<file path="src/epr_pkg.sv">
package epr_pkg;

  // register byte offsets
  localparam logic [7:0] OFS_CTRL    = 8'h00;
  localparam logic [7:0] OFS_RES     = 8'h04;
  localparam logic [7:0] OFS_PRESET  = 8'h08;
  localparam logic [7:0] OFS_LIMMIN  = 8'h0c;
  localparam logic [7:0] OFS_LIMMAX  = 8'h10;
  localparam logic [7:0] OFS_CYCLE   = 8'h14;
  localparam logic [7:0] OFS_SYNCCNT = 8'h18;
  localparam logic [7:0] OFS_STATUS  = 8'h1c;
  localparam logic [7:0] OFS_MASK    = 8'h20;
  localparam logic [7:0] OFS_POS     = 8'h24;
  localparam logic [7:0] OFS_CAMSTAT = 8'h28;
  localparam logic [1:0] CAM_PAGE    = 2'h1;

  // control field positions
  localparam int CTRL_POLLED = 0;
  localparam int CTRL_CYCLIC = 1;
  localparam int CTRL_SYNC   = 2;
  localparam int CTRL_DIR    = 3;

  // status / mask bit positions
  localparam int ST_TX     = 0;
  localparam int ST_RTR    = 1;
  localparam int ST_SYNC   = 2;
  localparam int ST_ERRCTL = 3;
  localparam int ST_BUSOFF = 4;
  localparam int ST_LIMIT  = 5;
  localparam int ST_CAM    = 6;
  localparam int ST_W      = 7;

  // flag bit of the process value
  localparam int LIMIT_BIT = 31;

  // reset values
  localparam logic [3:0]  CTRL_RST    = 4'h1;
  localparam logic [16:0] RES_RST     = 17'h10000;
  localparam logic [30:0] LIMMIN_RST  = 31'h00000000;
  localparam logic [30:0] LIMMAX_RST  = 31'h7fffffff;
  localparam logic [15:0] CYCLE_RST   = 16'h0063;
  localparam logic [7:0]  SYNCCNT_RST = 8'h01;

  // network states
  localparam logic [1:0] NET_PREOP = 2'h0;
  localparam logic [1:0] NET_STOP  = 2'h1;
  localparam logic [1:0] NET_OPER  = 2'h2;

  // timing
  localparam int CLK_PERIOD_NS = 8;
  localparam int MS_NS         = 1000000;
  localparam int MS_CYCLES     = (MS_NS + CLK_PERIOD_NS - 1) / CLK_PERIOD_NS;
  localparam int LED_UNIT_MS   = 50;
  localparam logic [5:0] LED_UNIT_LAST = 6'(LED_UNIT_MS - 1);

  localparam logic [1:0] RESP_OKAY   = 2'h0;
  localparam logic [1:0] RESP_SLVERR = 2'h2;

  typedef enum logic [4:0] {
    RED_OFF     = 5'h01,
    RED_FLICKER = 5'h02,
    RED_SINGLE  = 5'h04,
    RED_DOUBLE  = 5'h08,
    RED_ON      = 5'h10
  } epr_red_t;

endpackage

</file>
<file path="src/epr_position_reporting.sv">
// Added by the designer: the AXI4-Lite register port and the register offsets.
`timescale 1ns/1ns
// Summary of operation
// - green LED blinks pre-operational, single flash stopped, on operational
// - red LED flickers while bit-rate search is active
// - red single flash when an error counter reaches warning level
// - red double flash after node-guarding or heartbeat event
// - red on while bus-off, off when no error
// - remote request samples processed position and replies
// - cyclic mode sends position every 1 to 65536 ms
// - sync mode sends current position after every Nth sync telegram
// - no delay or offset time between sync and reply
// - sync counter sends only on every Nth sync seen, then counts again from zero
// - direction setting reverses the counting sense of the code
// - single turn scaled to programmed steps per revolution
// - preset write sets offset so position equals preset now
// - two limits; flag bit set when position outside their range
// - eight programmable cam windows over full range
module epr_position_reporting #(
  parameter int MS_CYCLES = epr_pkg::MS_CYCLES
) (
  // clock and reset
  input  wire logic        clk,
  input  wire logic        rstn,
  // angle sensor
  input  wire logic [15:0] rawAngle,
  input  wire logic [14:0] rawTurns,
  // network controller
  input  wire logic [1:0]  netState,
  input  wire logic        bitRateSearch,
  input  wire logic        errWarn,
  input  wire logic        busOff,
  input  wire logic        errCtrlEvent,
  input  wire logic        rtrReq,
  input  wire logic        syncRx,
  // position telegram
  output logic             txValid,
  output logic [31:0]      txData,
  // indicators and interrupt
  output logic             ledGreen,
  output logic             ledRed,
  output logic             irq,
  // axi4-lite slave
  input  wire logic [7:0]  s_axi_awaddr,
  input  wire logic        s_axi_awvalid,
  output logic             s_axi_awready,
  input  wire logic [31:0] s_axi_wdata,
  input  wire logic [3:0]  s_axi_wstrb,
  input  wire logic        s_axi_wvalid,
  output logic             s_axi_wready,
  output logic [1:0]       s_axi_bresp,
  output logic             s_axi_bvalid,
  input  wire logic        s_axi_bready,
  input  wire logic [7:0]  s_axi_araddr,
  input  wire logic        s_axi_arvalid,
  output logic             s_axi_arready,
  output logic [31:0]      s_axi_rdata,
  output logic [1:0]       s_axi_rresp,
  output logic             s_axi_rvalid,
  input  wire logic        s_axi_rready
);

  // reset release
  logic [1:0]  rstSync_reg;
  wire         rstI = rstSync_reg[1];

  always_ff @(posedge clk or negedge rstn) begin
    if (!rstn) rstSync_reg <= 2'h0;
    else rstSync_reg <= {rstSync_reg[0], 1'b1};
  end

  // configuration
  logic [3:0]  ctrl_reg;
  logic [16:0] res_reg;
  logic [30:0] offset_reg;
  logic [30:0] limMin_reg;
  logic [30:0] limMax_reg;
  logic [15:0] cycle_reg;
  logic [7:0]  syncCnt_reg;
  logic [6:0]  status_reg;
  logic [6:0]  mask_reg;
  logic [30:0] camLo_reg [8];
  logic [30:0] camHi_reg [8];

  // position processing
  wire  [32:0] angleScaled = 33'(rawAngle) * 33'(res_reg);
  wire  [31:0] turnsScaled = 32'(rawTurns) * 32'(res_reg);
  wire  [30:0] basePos = 31'(turnsScaled + 32'(angleScaled[32:16]));
  wire  [31:0] spanTop = 32'(res_reg) * 32'h00008000;
  wire  [30:0] rangeMax = 31'(spanTop - 32'h1);
  wire  [30:0] dirPos = ctrl_reg[epr_pkg::CTRL_DIR] ?
                        31'(rangeMax - basePos) : basePos;
  wire  [30:0] curPos = 31'(dirPos + offset_reg);
  wire         outside = (curPos < limMin_reg) || (curPos > limMax_reg);
  wire  [31:0] procVal = {outside, curPos};

  // cam windows
  wire  [7:0]  camHit;
  genvar gi;
  generate
    for (gi = 0; gi < 8; gi++) begin : g_cam
      assign camHit[gi] = (curPos >= camLo_reg[gi]) &&
                          (curPos <= camHi_reg[gi]);
    end
  endgenerate

  logic [7:0]  camState_reg;
  logic        outside_reg;
  logic [30:0] pos_reg;

  // millisecond base
  logic [16:0] msCnt_reg;
  wire         msTick = (msCnt_reg == 17'(MS_CYCLES - 1));
  logic [15:0] cycCnt_reg;
  wire         cycDue = msTick && (cycCnt_reg == cycle_reg);

  // transmit triggers
  wire         oper = (netState == epr_pkg::NET_OPER);
  wire         pollGo = rtrReq && ctrl_reg[epr_pkg::CTRL_POLLED];
  wire         cycGo = cycDue && ctrl_reg[epr_pkg::CTRL_CYCLIC];
  logic [7:0]  syncSeen_reg;
  wire  [7:0]  syncNeed = (syncCnt_reg == 8'h0) ? 8'h1 : syncCnt_reg;
  wire         syncReach = (8'(syncSeen_reg + 8'h1) >= syncNeed);
  wire         syncGo = syncRx && ctrl_reg[epr_pkg::CTRL_SYNC] &&
                        syncReach;
  wire         txGo = oper && (pollGo || cycGo || syncGo);

  // bus decode
  logic        awHeld_reg;
  logic        wHeld_reg;
  logic [7:0]  awAddr_reg;
  logic [31:0] wData_reg;
  wire         awTake = s_axi_awvalid && s_axi_awready;
  wire         wTake = s_axi_wvalid && s_axi_wready;
  wire         awHave = awHeld_reg || awTake;
  wire         wHave = wHeld_reg || wTake;
  wire  [7:0]  wAddr = awHeld_reg ? awAddr_reg : s_axi_awaddr;
  wire  [31:0] wVal = wHeld_reg ? wData_reg : s_axi_wdata;
  wire         doWrite = awHave && wHave && !s_axi_bvalid;
  wire         wFull = (s_axi_wstrb == 4'hf);
  wire         wCam = (wAddr[7:6] == epr_pkg::CAM_PAGE);
  wire  [2:0]  wCamIdx = wAddr[5:3];
  wire         arTake = s_axi_arvalid && s_axi_arready;
  wire         rdStatus = arTake && (s_axi_araddr == epr_pkg::OFS_STATUS);

  function automatic logic isWritable(input logic [7:0] a);
    isWritable = (a[7:6] == epr_pkg::CAM_PAGE) && (a[1:0] == 2'h0) ||
                 (a <= epr_pkg::OFS_MASK) && (a != epr_pkg::OFS_STATUS) &&
                 (a[1:0] == 2'h0);
  endfunction

  function automatic logic [32:0] readMux(input logic [7:0] a);
    readMux = {1'b1, 32'h0};
    if (a[7:6] == epr_pkg::CAM_PAGE && a[1:0] == 2'h0) begin
      readMux = {1'b0, 1'b0, a[2] ? camHi_reg[a[5:3]] : camLo_reg[a[5:3]]};
    end else begin
      case (a)
        epr_pkg::OFS_CTRL:    readMux = {1'b0, 28'h0, ctrl_reg};
        epr_pkg::OFS_RES:     readMux = {1'b0, 15'h0, res_reg};
        epr_pkg::OFS_PRESET:  readMux = {1'b0, 1'b0, pos_reg};
        epr_pkg::OFS_LIMMIN:  readMux = {1'b0, 1'b0, limMin_reg};
        epr_pkg::OFS_LIMMAX:  readMux = {1'b0, 1'b0, limMax_reg};
        epr_pkg::OFS_CYCLE:   readMux = {1'b0, 16'h0, cycle_reg};
        epr_pkg::OFS_SYNCCNT: readMux = {1'b0, 24'h0, syncCnt_reg};
        epr_pkg::OFS_STATUS:  readMux = {1'b0, 25'h0, status_reg};
        epr_pkg::OFS_MASK:    readMux = {1'b0, 25'h0, mask_reg};
        epr_pkg::OFS_POS:     readMux = {1'b0, outside_reg, pos_reg};
        epr_pkg::OFS_CAMSTAT: readMux = {1'b0, 24'h0, camState_reg};
        default:              readMux = {1'b1, 32'h0};
      endcase
    end
  endfunction

  wire  [32:0] rdWord = readMux(s_axi_araddr);
  wire         wOk = isWritable(wAddr) && wFull;
  wire         wr = doWrite && wOk;

  // event sources
  logic        busOffPrev_reg;
  wire  [6:0]  evSet;
  assign evSet[epr_pkg::ST_TX]     = txGo;
  assign evSet[epr_pkg::ST_RTR]    = rtrReq;
  assign evSet[epr_pkg::ST_SYNC]   = syncRx;
  assign evSet[epr_pkg::ST_ERRCTL] = errCtrlEvent;
  assign evSet[epr_pkg::ST_BUSOFF] = busOff && !busOffPrev_reg;
  assign evSet[epr_pkg::ST_LIMIT]  = procVal[epr_pkg::LIMIT_BIT] &&
                                     !outside_reg;
  assign evSet[epr_pkg::ST_CAM]    = (camHit != camState_reg);
  wire  [6:0]  statusNext = (rdStatus ? 7'h0 : status_reg) | evSet;

  // bus handshake
  always_ff @(posedge clk or negedge rstI) begin
    if (!rstI) begin
      awHeld_reg    <= 1'b0;
      wHeld_reg     <= 1'b0;
      awAddr_reg    <= 8'h0;
      wData_reg     <= 32'h0;
      s_axi_awready <= 1'b0;
      s_axi_wready  <= 1'b0;
      s_axi_bvalid  <= 1'b0;
      s_axi_bresp   <= epr_pkg::RESP_OKAY;
    end else begin
      if (awTake) awAddr_reg <= s_axi_awaddr;
      if (wTake) wData_reg <= s_axi_wdata;
      awHeld_reg    <= awHave && !doWrite;
      wHeld_reg     <= wHave && !doWrite;
      s_axi_awready <= !(awHave && !doWrite) && !s_axi_awready;
      s_axi_wready  <= !(wHave && !doWrite) && !s_axi_wready;
      if (doWrite) begin
        s_axi_bvalid <= 1'b1;
        s_axi_bresp  <= wOk ? epr_pkg::RESP_OKAY : epr_pkg::RESP_SLVERR;
      end else if (s_axi_bready) begin
        s_axi_bvalid <= 1'b0;
      end
    end
  end

  always_ff @(posedge clk or negedge rstI) begin
    if (!rstI) begin
      s_axi_arready <= 1'b0;
      s_axi_rvalid  <= 1'b0;
      s_axi_rdata   <= 32'h0;
      s_axi_rresp   <= epr_pkg::RESP_OKAY;
    end else begin
      s_axi_arready <= !s_axi_rvalid && !s_axi_arready && !arTake;
      if (arTake) begin
        s_axi_rvalid <= 1'b1;
        s_axi_rdata  <= rdWord[31:0];
        s_axi_rresp  <= rdWord[32] ? epr_pkg::RESP_SLVERR :
                                     epr_pkg::RESP_OKAY;
      end else if (s_axi_rready) begin
        s_axi_rvalid <= 1'b0;
      end
    end
  end

  // register writes
  always_ff @(posedge clk or negedge rstI) begin
    if (!rstI) begin
      ctrl_reg    <= epr_pkg::CTRL_RST;
      res_reg     <= epr_pkg::RES_RST;
      offset_reg  <= 31'h0;
      limMin_reg  <= epr_pkg::LIMMIN_RST;
      limMax_reg  <= epr_pkg::LIMMAX_RST;
      cycle_reg   <= epr_pkg::CYCLE_RST;
      syncCnt_reg <= epr_pkg::SYNCCNT_RST;
      mask_reg    <= 7'h0;
    end else if (wr && !wCam) begin
      case (wAddr)
        epr_pkg::OFS_CTRL:    ctrl_reg    <= wVal[3:0];
        epr_pkg::OFS_RES:     res_reg     <= wVal[16:0];
        epr_pkg::OFS_PRESET:  offset_reg  <= 31'(wVal[30:0] - dirPos);
        epr_pkg::OFS_LIMMIN:  limMin_reg  <= wVal[30:0];
        epr_pkg::OFS_LIMMAX:  limMax_reg  <= wVal[30:0];
        epr_pkg::OFS_CYCLE:   cycle_reg   <= wVal[15:0];
        epr_pkg::OFS_SYNCCNT: syncCnt_reg <= wVal[7:0];
        epr_pkg::OFS_MASK:    mask_reg    <= wVal[6:0];
        default:              mask_reg    <= mask_reg;
      endcase
    end
  end

  // cam window storage
  generate
    for (gi = 0; gi < 8; gi++) begin : g_camreg
      always_ff @(posedge clk or negedge rstI) begin
        if (!rstI) begin
          camLo_reg[gi] <= 31'h0;
          camHi_reg[gi] <= 31'h0;
        end else if (wr && wCam && wCamIdx == 3'(gi)) begin
          if (wAddr[2]) camHi_reg[gi] <= wVal[30:0];
          else camLo_reg[gi] <= wVal[30:0];
        end
      end
    end
  endgenerate

  // status and interrupt
  always_ff @(posedge clk or negedge rstI) begin
    if (!rstI) begin
      status_reg     <= 7'h0;
      busOffPrev_reg <= 1'b0;
      irq            <= 1'b0;
    end else begin
      status_reg     <= statusNext;
      busOffPrev_reg <= busOff;
      irq            <= |(statusNext & mask_reg);
    end
  end

  // process value snapshot
  always_ff @(posedge clk or negedge rstI) begin
    if (!rstI) begin
      pos_reg      <= 31'h0;
      outside_reg  <= 1'b0;
      camState_reg <= 8'h0;
      txValid      <= 1'b0;
      txData       <= 32'h0;
    end else begin
      pos_reg      <= curPos;
      outside_reg  <= procVal[epr_pkg::LIMIT_BIT];
      camState_reg <= camHit;
      txValid      <= txGo;
      if (txGo) txData <= procVal;
    end
  end

  // cycle and sync counters
  always_ff @(posedge clk or negedge rstI) begin
    if (!rstI) begin
      msCnt_reg    <= 17'h0;
      cycCnt_reg   <= 16'h0;
      syncSeen_reg <= 8'h0;
    end else begin
      msCnt_reg <= msTick ? 17'h0 : 17'(msCnt_reg + 17'h1);
      if (!ctrl_reg[epr_pkg::CTRL_CYCLIC] || cycDue) cycCnt_reg <= 16'h0;
      else if (msTick) cycCnt_reg <= 16'(cycCnt_reg + 16'h1);
      if (!ctrl_reg[epr_pkg::CTRL_SYNC]) syncSeen_reg <= 8'h0;
      else if (syncRx) syncSeen_reg <= syncReach ? 8'h0 :
                                       8'(syncSeen_reg + 8'h1);
    end
  end

  // indicator timing in 50 ms units
  logic [5:0]  unitCnt_reg;
  logic [4:0]  phase_reg;
  logic        flick_reg;
  wire         unitTick = msTick && (unitCnt_reg == epr_pkg::LED_UNIT_LAST);

  always_ff @(posedge clk or negedge rstI) begin
    if (!rstI) begin
      unitCnt_reg <= 6'h0;
      phase_reg   <= 5'h0;
      flick_reg   <= 1'b0;
    end else begin
      if (unitTick) unitCnt_reg <= 6'h0;
      else if (msTick) unitCnt_reg <= 6'(unitCnt_reg + 6'h1);
      if (unitTick) phase_reg <= 5'(phase_reg + 5'h1);
      if (unitTick) flick_reg <= !flick_reg;
    end
  end

  wire         flashOne = (phase_reg[4:2] == 3'h0);
  wire         flashTwo = flashOne || (phase_reg[4:2] == 3'h2);
  wire         blink = phase_reg[2];

  epr_pkg::epr_red_t redMode;
  assign redMode = busOff ? epr_pkg::RED_ON :
                   status_reg[epr_pkg::ST_ERRCTL] ? epr_pkg::RED_DOUBLE :
                   errWarn ? epr_pkg::RED_SINGLE :
                   bitRateSearch ? epr_pkg::RED_FLICKER :
                   epr_pkg::RED_OFF;

  logic        redNext;
  always_comb begin
    case (redMode)
      epr_pkg::RED_ON:      redNext = 1'b1;
      epr_pkg::RED_DOUBLE:  redNext = flashTwo;
      epr_pkg::RED_SINGLE:  redNext = flashOne;
      epr_pkg::RED_FLICKER: redNext = flick_reg;
      default:              redNext = 1'b0;
    endcase
  end

  wire         greenNext = (netState == epr_pkg::NET_OPER) ? 1'b1 :
                           (netState == epr_pkg::NET_STOP) ? flashOne :
                           (netState == epr_pkg::NET_PREOP) ? blink :
                           1'b0;

  always_ff @(posedge clk or negedge rstI) begin
    if (!rstI) begin
      ledGreen <= 1'b0;
      ledRed   <= 1'b0;
    end else begin
      ledGreen <= greenNext;
      ledRed   <= redNext;
    end
  end

endmodule // epr_position_reporting

</file>
<file path="config.mk">
export PLATFORM = sky130hd
export DESIGN_NAME = epr_position_reporting
export DESIGN_NICKNAME = d
export VERILOG_FILES = /design/src/epr_pkg.sv /design/src/epr_position_reporting.sv
export SDC_FILE = /design/constraint.sdc
export NUM_CORES = 2
export LEC_CHECK = 0
export ABC_AREA = 1
export ABC_CLOCK_PERIOD_IN_PS = 55000
export BUFFER_PORTS_ARGS = -buffer_cell sky130_fd_sc_hd__buf_2
export CAP_MARGIN = 20
export CORE_ASPECT_RATIO = 0.5
export CORE_MARGIN = 2
export CORE_UTILIZATION = 56
export DETAILED_ROUTE_END_ITERATION = 10
export HOLD_SLACK_MARGIN = 0.03
export PLACE_DENSITY = 0.72
export SLEW_MARGIN = 10
export SYNTH_ARGS = -nofsm -noshare
export SYNTH_HDL_FRONTEND = slang
export SYNTH_SLANG_ARGS = --single-unit
</file>
<file path="constraint.sdc">
create_clock -name clk -period 55 [get_ports clk]
set_input_delay 2.75 -clock clk [delete_from_list [all_inputs] [get_ports clk]]
set_output_delay 2.75 -clock clk [all_outputs]
set_load 0.02 [all_outputs]
</file>
# Word level (Yosys, flattened, before mapping)
# Index checks and enable logic that the tools add are counted.
# word_totals
register_bits	862
in_bits	98
out_inout_bits	77
# op_classes
n_eq_ne	40
reduce_logical	104
add_sub_neg	10
bitwise_logic	4
n_lt_le_gt_ge	21
mux	36
n_mul	2
# op_table
cell	count
33-bit case mux with 11 select lines	1
31-bit >= comparator	8
31-bit <= comparator	8
31-bit 2-to-1 mux	7
31-bit binary-select mux with 3-bit select	2
31-bit subtractor	2
8-bit by 5-bit == test with 1-bit output, second input constant	7
2-bit AND reduction	24
1-bit logical AND	45
8-bit 2-to-1 mux	5
16-bit by 17-bit multiplier with 33-bit output	1
33-bit 2-to-1 mux	1
8-bit by 4-bit == test with 1-bit output, second input constant	4
8-bit by 6-bit == test with 1-bit output, second input constant	4
16-bit 2-to-1 mux	2
31-bit by 17-bit adder with 31-bit output	1
31-bit adder	1
31-bit greater-than comparator	1
31-bit < comparator	1
15-bit by 17-bit multiplier with 31-bit output	1
31-bit by 1-bit subtractor with 31-bit output, second input constant	1
8-bit logical NOT	3
17-bit by 1-bit adder with 17-bit output, second input constant	1
17-bit == test, second input constant	1
42 further kinds	85

# Logic depth before layout (Yosys ltp)
# logic_depth
depth_word	11
ltp_mapped	85

# Worst setup path after synthesis
# OpenSTA, ideal clock, no wires.
# synth_path
path_type	input -> register
start	input rawAngle[8]
end	register irq
slack_ps	38824
t_required_ps	54875
setup_ps	125
arrival_time_ps	16050
n_path_buf	2
cell_stages	78
path_cell_list	clkbuf_1 -> clkbuf_1 -> nand2_1 -> fa_1 -> inv_1 -> fa_1 -> inv_1 -> fa_1 -> inv_1 -> fa_1 -> fa_1 -> inv_1 -> fa_1 -> inv_1 -> ha_1 -> nand2_1 -> or4_1 -> o21ai_1 -> [42 not listed] -> nand2_1 -> inv_1 -> nand3_1 -> inv_1 -> nand2_1 -> nand2_1 -> a21oi_1 -> nand2_1 -> nand2_1 -> nand2_1 -> nand2_1 -> nand2_1 -> nor2_1 -> nand2_1 -> nor2_1 -> nand2_1 -> nand2_1 -> nand3_1
# synth_via
elab_chain_len	11
# synth_lines
element	line	text
start, declared	epr_position_reporting.sv:26	input wire logic [15:0] rawAngle,
16-bit by 17-bit multiplier with 33-bit output *	epr_position_reporting.sv:86	wire [32:0] angleScaled = 33'(rawAngle) * 33'(res_reg);
31-bit by 17-bit adder with 31-bit output *	epr_position_reporting.sv:88	wire [30:0] basePos = 31'(turnsScaled + 32'(angleScaled[32:16]));
31-bit subtractor	epr_position_reporting.sv:92	31'(rangeMax - basePos) : basePos;
31-bit 2-to-1 mux *	epr_position_reporting.sv:91	wire [30:0] dirPos = ctrl_reg[epr_pkg::CTRL_DIR] ?
31-bit adder *	epr_position_reporting.sv:93	wire [30:0] curPos = 31'(dirPos + offset_reg);
via curPos[29]	epr_position_reporting.sv:93	
31-bit >= comparator / 31-bit <= comparator (equally long branches)	epr_position_reporting.sv:102, epr_position_reporting.sv:103	
1-bit logical AND	epr_position_reporting.sv:102	assign camHit[gi] = (curPos >= camLo_reg[gi]) &&
8-bit != test *	epr_position_reporting.sv:188	assign evSet[epr_pkg::ST_CAM] = (camHit != camState_reg);
7-bit OR *	epr_position_reporting.sv:189	wire [6:0] statusNext = (rdStatus ? 7'h0 : status_reg) | evSet;
via statusNext[6]	epr_position_reporting.sv:189	
7-bit AND *	epr_position_reporting.sv:287	irq <= |(statusNext & mask_reg);
7-bit OR reduction *	epr_position_reporting.sv:287	
end signal, assigned	epr_position_reporting.sv:287	
end, declared	epr_position_reporting.sv:42	output logic irq,
# Mark *: on every way through the listed nets, which the timed path passes. The rest lies on a longest branch.
# A chain may end at the register's enable or synchronous reset.

# Final worst setup path
# layout_path
start	input rawAngle[10]
end	register irq
# Same word-level chain as after synthesis.

==> impl_metrics.ini <==
[clock_network]
cts_htree_levels = 3
cts.sinks = 860
cts_resized = 0
cts.clk_slew.worst_paths_ps = 70
cts_root_buffer = clkbuf_16
cts.path.max_buffers = 3
ctsHoldBuffers = 0
tritoncts = done
postCtsSetupBuffers = 0
cts_made_buffers = 91
insertion_delay_ps = 730

[global_routing]
grt_pass1_vias = 63600
grt_pass1_wl_um = 371000
grt_use_total = 0.356
grt_max_degree = 171
antenna_found_initial = 18
grt_overflow_total = 0

[yosys]
syn_avg_cell_area_um2 = 7.59
yosys_warnings = 0
ys_seq_area_frac = 0.289
synth-edff-count = 0
ys_types = 61
async_reset_ff_frac = 1.00
synth_ff_type = dfrtp_1
syn_area_mm2 = 0.0746
ys_ff_latch = 860
syn_inst = 9830

[sta]
rsz0062_at_grt = no
drv_slew = 0
clock_skew_ps = 50.3
timing.fmax_mhz = 53.7
tns_ps = 0
finalCritPeriodShare = 0.338
slew-limit-headroom = 0.160
min_period_ps = 18610
worst_slew_pin_slew_ps = 1260
setup_viol = 0
hold_viol = 0

[worst_setup_path]
worstPathMaxFanout = 20
ff2ff_path_depth = 74
regToRegEndpoint = irq
required_ps = 55600
reg2reg_from = res_reg[7]
slowest_stage = o21ai_0
cpMostUsedCell = nand2_1
cp-start-kind = primary input
setup.worst_path.end_class = register
crit_type = in2reg
slowest_delay_ps = 630
startpoint = rawAngle[10]
reg2reg_slack_ps = 37820
cp.arrival_ps = 19220
cp-endpoint = irq

[layout]
fill_cells = 12000
final_cells = 11700
final_nets = 11200
drive_above_1_share = 0.0593
final_area_mm2 = 0.0807
area_growth_pct = 8.21

[floorplanning]
die_height_um = 262
core_mm2 = 0.132
floorplan.initialDensity = 0.566
die-area_mm2 = 0.136
num_rows = 94
io_pins = 175
die_w_um = 520

[detailed_routing]
avgRoutedWirePerCell_um = 20.9
drt_wl_total_um = 244000
viasPerCell = 5.72
postRouteAntennaNets = 0
vias = 66700
drc_errors = 0
first_iter_violations = 7126
firstDrtPassIters = 6

[place]
gp_congestion = 0.988
post_dp_cell_area_mm2 = 0.0774
io_buffers = 171
hpwl_um = 177000
place_inst = 11500

[run_status]
status = completed

[pwr]
ir_drop_uv = 28.7
power.leakage_nw = 41.3
powerDensity_mw_per_mm2 = 23.6

[hold_path]
hold_class = reg2reg

[flow_run]
maxCapViolCount = 0
-- how the worst min path moves through the flow --
| stage | start | end | depth (start not counted) |
|---|---|---|---|
| after floorplan | rstSync_reg[0] | rstSync_reg[1] | 0 |
| after global placement | rstSync_reg[0] | rstSync_reg[1] | 0 |
| after detailed placement | rstSync_reg[0] | rstSync_reg[1] | 0 |
| after CTS | rstSync_reg[0] | rstSync_reg[1] | 0 |
| after global routing | rstSync_reg[0] | rstSync_reg[1] | 0 |
| final | rstSync_reg[0] | rstSync_reg[1] | 0 |
-- kinds of logic (layout without fill, tap and decap cells) --
kind of cell,count (synthesis),after routing,share of synthesized area
and+or+nand+nor,3283,3283,0.177
buffers and inverters,2177,2212,0.110
AOI/OAI and AO/OA,2080,2080,0.149
adders and majority gates,1267,1267,0.255
DFF,860,860,0.289
xor gates and xnor gates,153,153,0.0180
muxes,8,8,0.00119
other,2,12,0.000101
-- layout make-up --
cell class | instances | area [um2] | area share
clock buffers | 133 | 2690 | 0.0333
multi-input cells | 6794 | 45200 | 0.560
diodes | 9 | 22.5 | 0.000279
flip-flops and latches | 860 | 21600 | 0.267
well taps | 1776 | 2220 | 0.0275
clock inverters | 34 | 444 | 0.00550
inverters | 1743 | 6550 | 0.0811
repair buffers | 302 | 2050 | 0.0254
-- where the power goes --
group,total (mW),internal [mW],switching (mW)
Clock,0.654,0.366,0.288
Sequential,0.692,0.666,0.0266
Combinational,0.555,0.139,0.416
Total,1.90,1.17,0.731
-- cell usage after synthesis (all sizes together) (37+ instances only) --
library cell	n	area (um2)
nand2	2402	9020
inv	1740	6530
o21ai	1112	5580
ha	849	10600
dfrtp	822	20600
a21oi	681	3410
fa	418	8370
clkbuf	385	1450
nor2	385	1460
nand3	202	1020
nand4	135	845
nor3	100	500
xor2	87	762
xnor2	66	578
buf	49	224
a21o	39	293
dfstp	38	998
o211ai	38	285
a31oi	37	231
-- layer usage --
layer  GRT usage  vias to the layer above  wire length, um
li1            -                    31400                -
met2       0.558                     2918           106000
met3      0.0709                      640            24600
met1       0.471                    31700            98300
met4       0.188                        6            14400
met5           0                        -               44
-- metrics by stage --
stage	power (mW)	hold WS (ps)	utilization	worst slack (ps)
after floorplan	1.00	331	-	29320
after global placement	1.23	337	0.586	36060
after global routing	1.97	379	0.612	35370
after detailed placement	1.24	340	0.587	35950
final	1.90	350	0.612	36390
after CTS	1.88	354	0.611	36660
-- cells in the final DEF, fill, tap and decap left out, types with 10 or more instances in the layout --
cell       count
a21o_1        39
a21oi_1      681
a221oi_1      22
a31oi_1       37
buf_12        10
buf_2        170
buf_4        115
clkbuf_1      17
clkbuf_16     91
clkbuf_8      26
clkinv_2      16
dfrtp_1      821
dfstp_2       38
fa_1         418
ha_1         849
inv_1       1723
inv_2         15
nand2_1     2390
nand2_2       12
nand3_1      192
nand3_2       10
nand3b_1      14
nand4_1      135
nor2_1       381
nor3_1        99
nor4_1        18
o2111ai_1     12
o211ai_1      38
o21a_1        27
o21ai_0      967
o21ai_1      140
o21bai_1      17
o22ai_1       29
o31ai_1       14
xnor2_1       57
xor2_1        69
xor2_2        14
-- critical path, delay by kind of cell --
family / cells / cell delay (ps)
adders and majority gates: 15 / 6570
and+or+nand+nor: 31 / 4100
AOI/OAI and AO/OA: 12 / 3660
buffers and inverters: 11 / 1310
xor gates and xnor gates: 3 / 710
(Power assumes the default switching activity.)
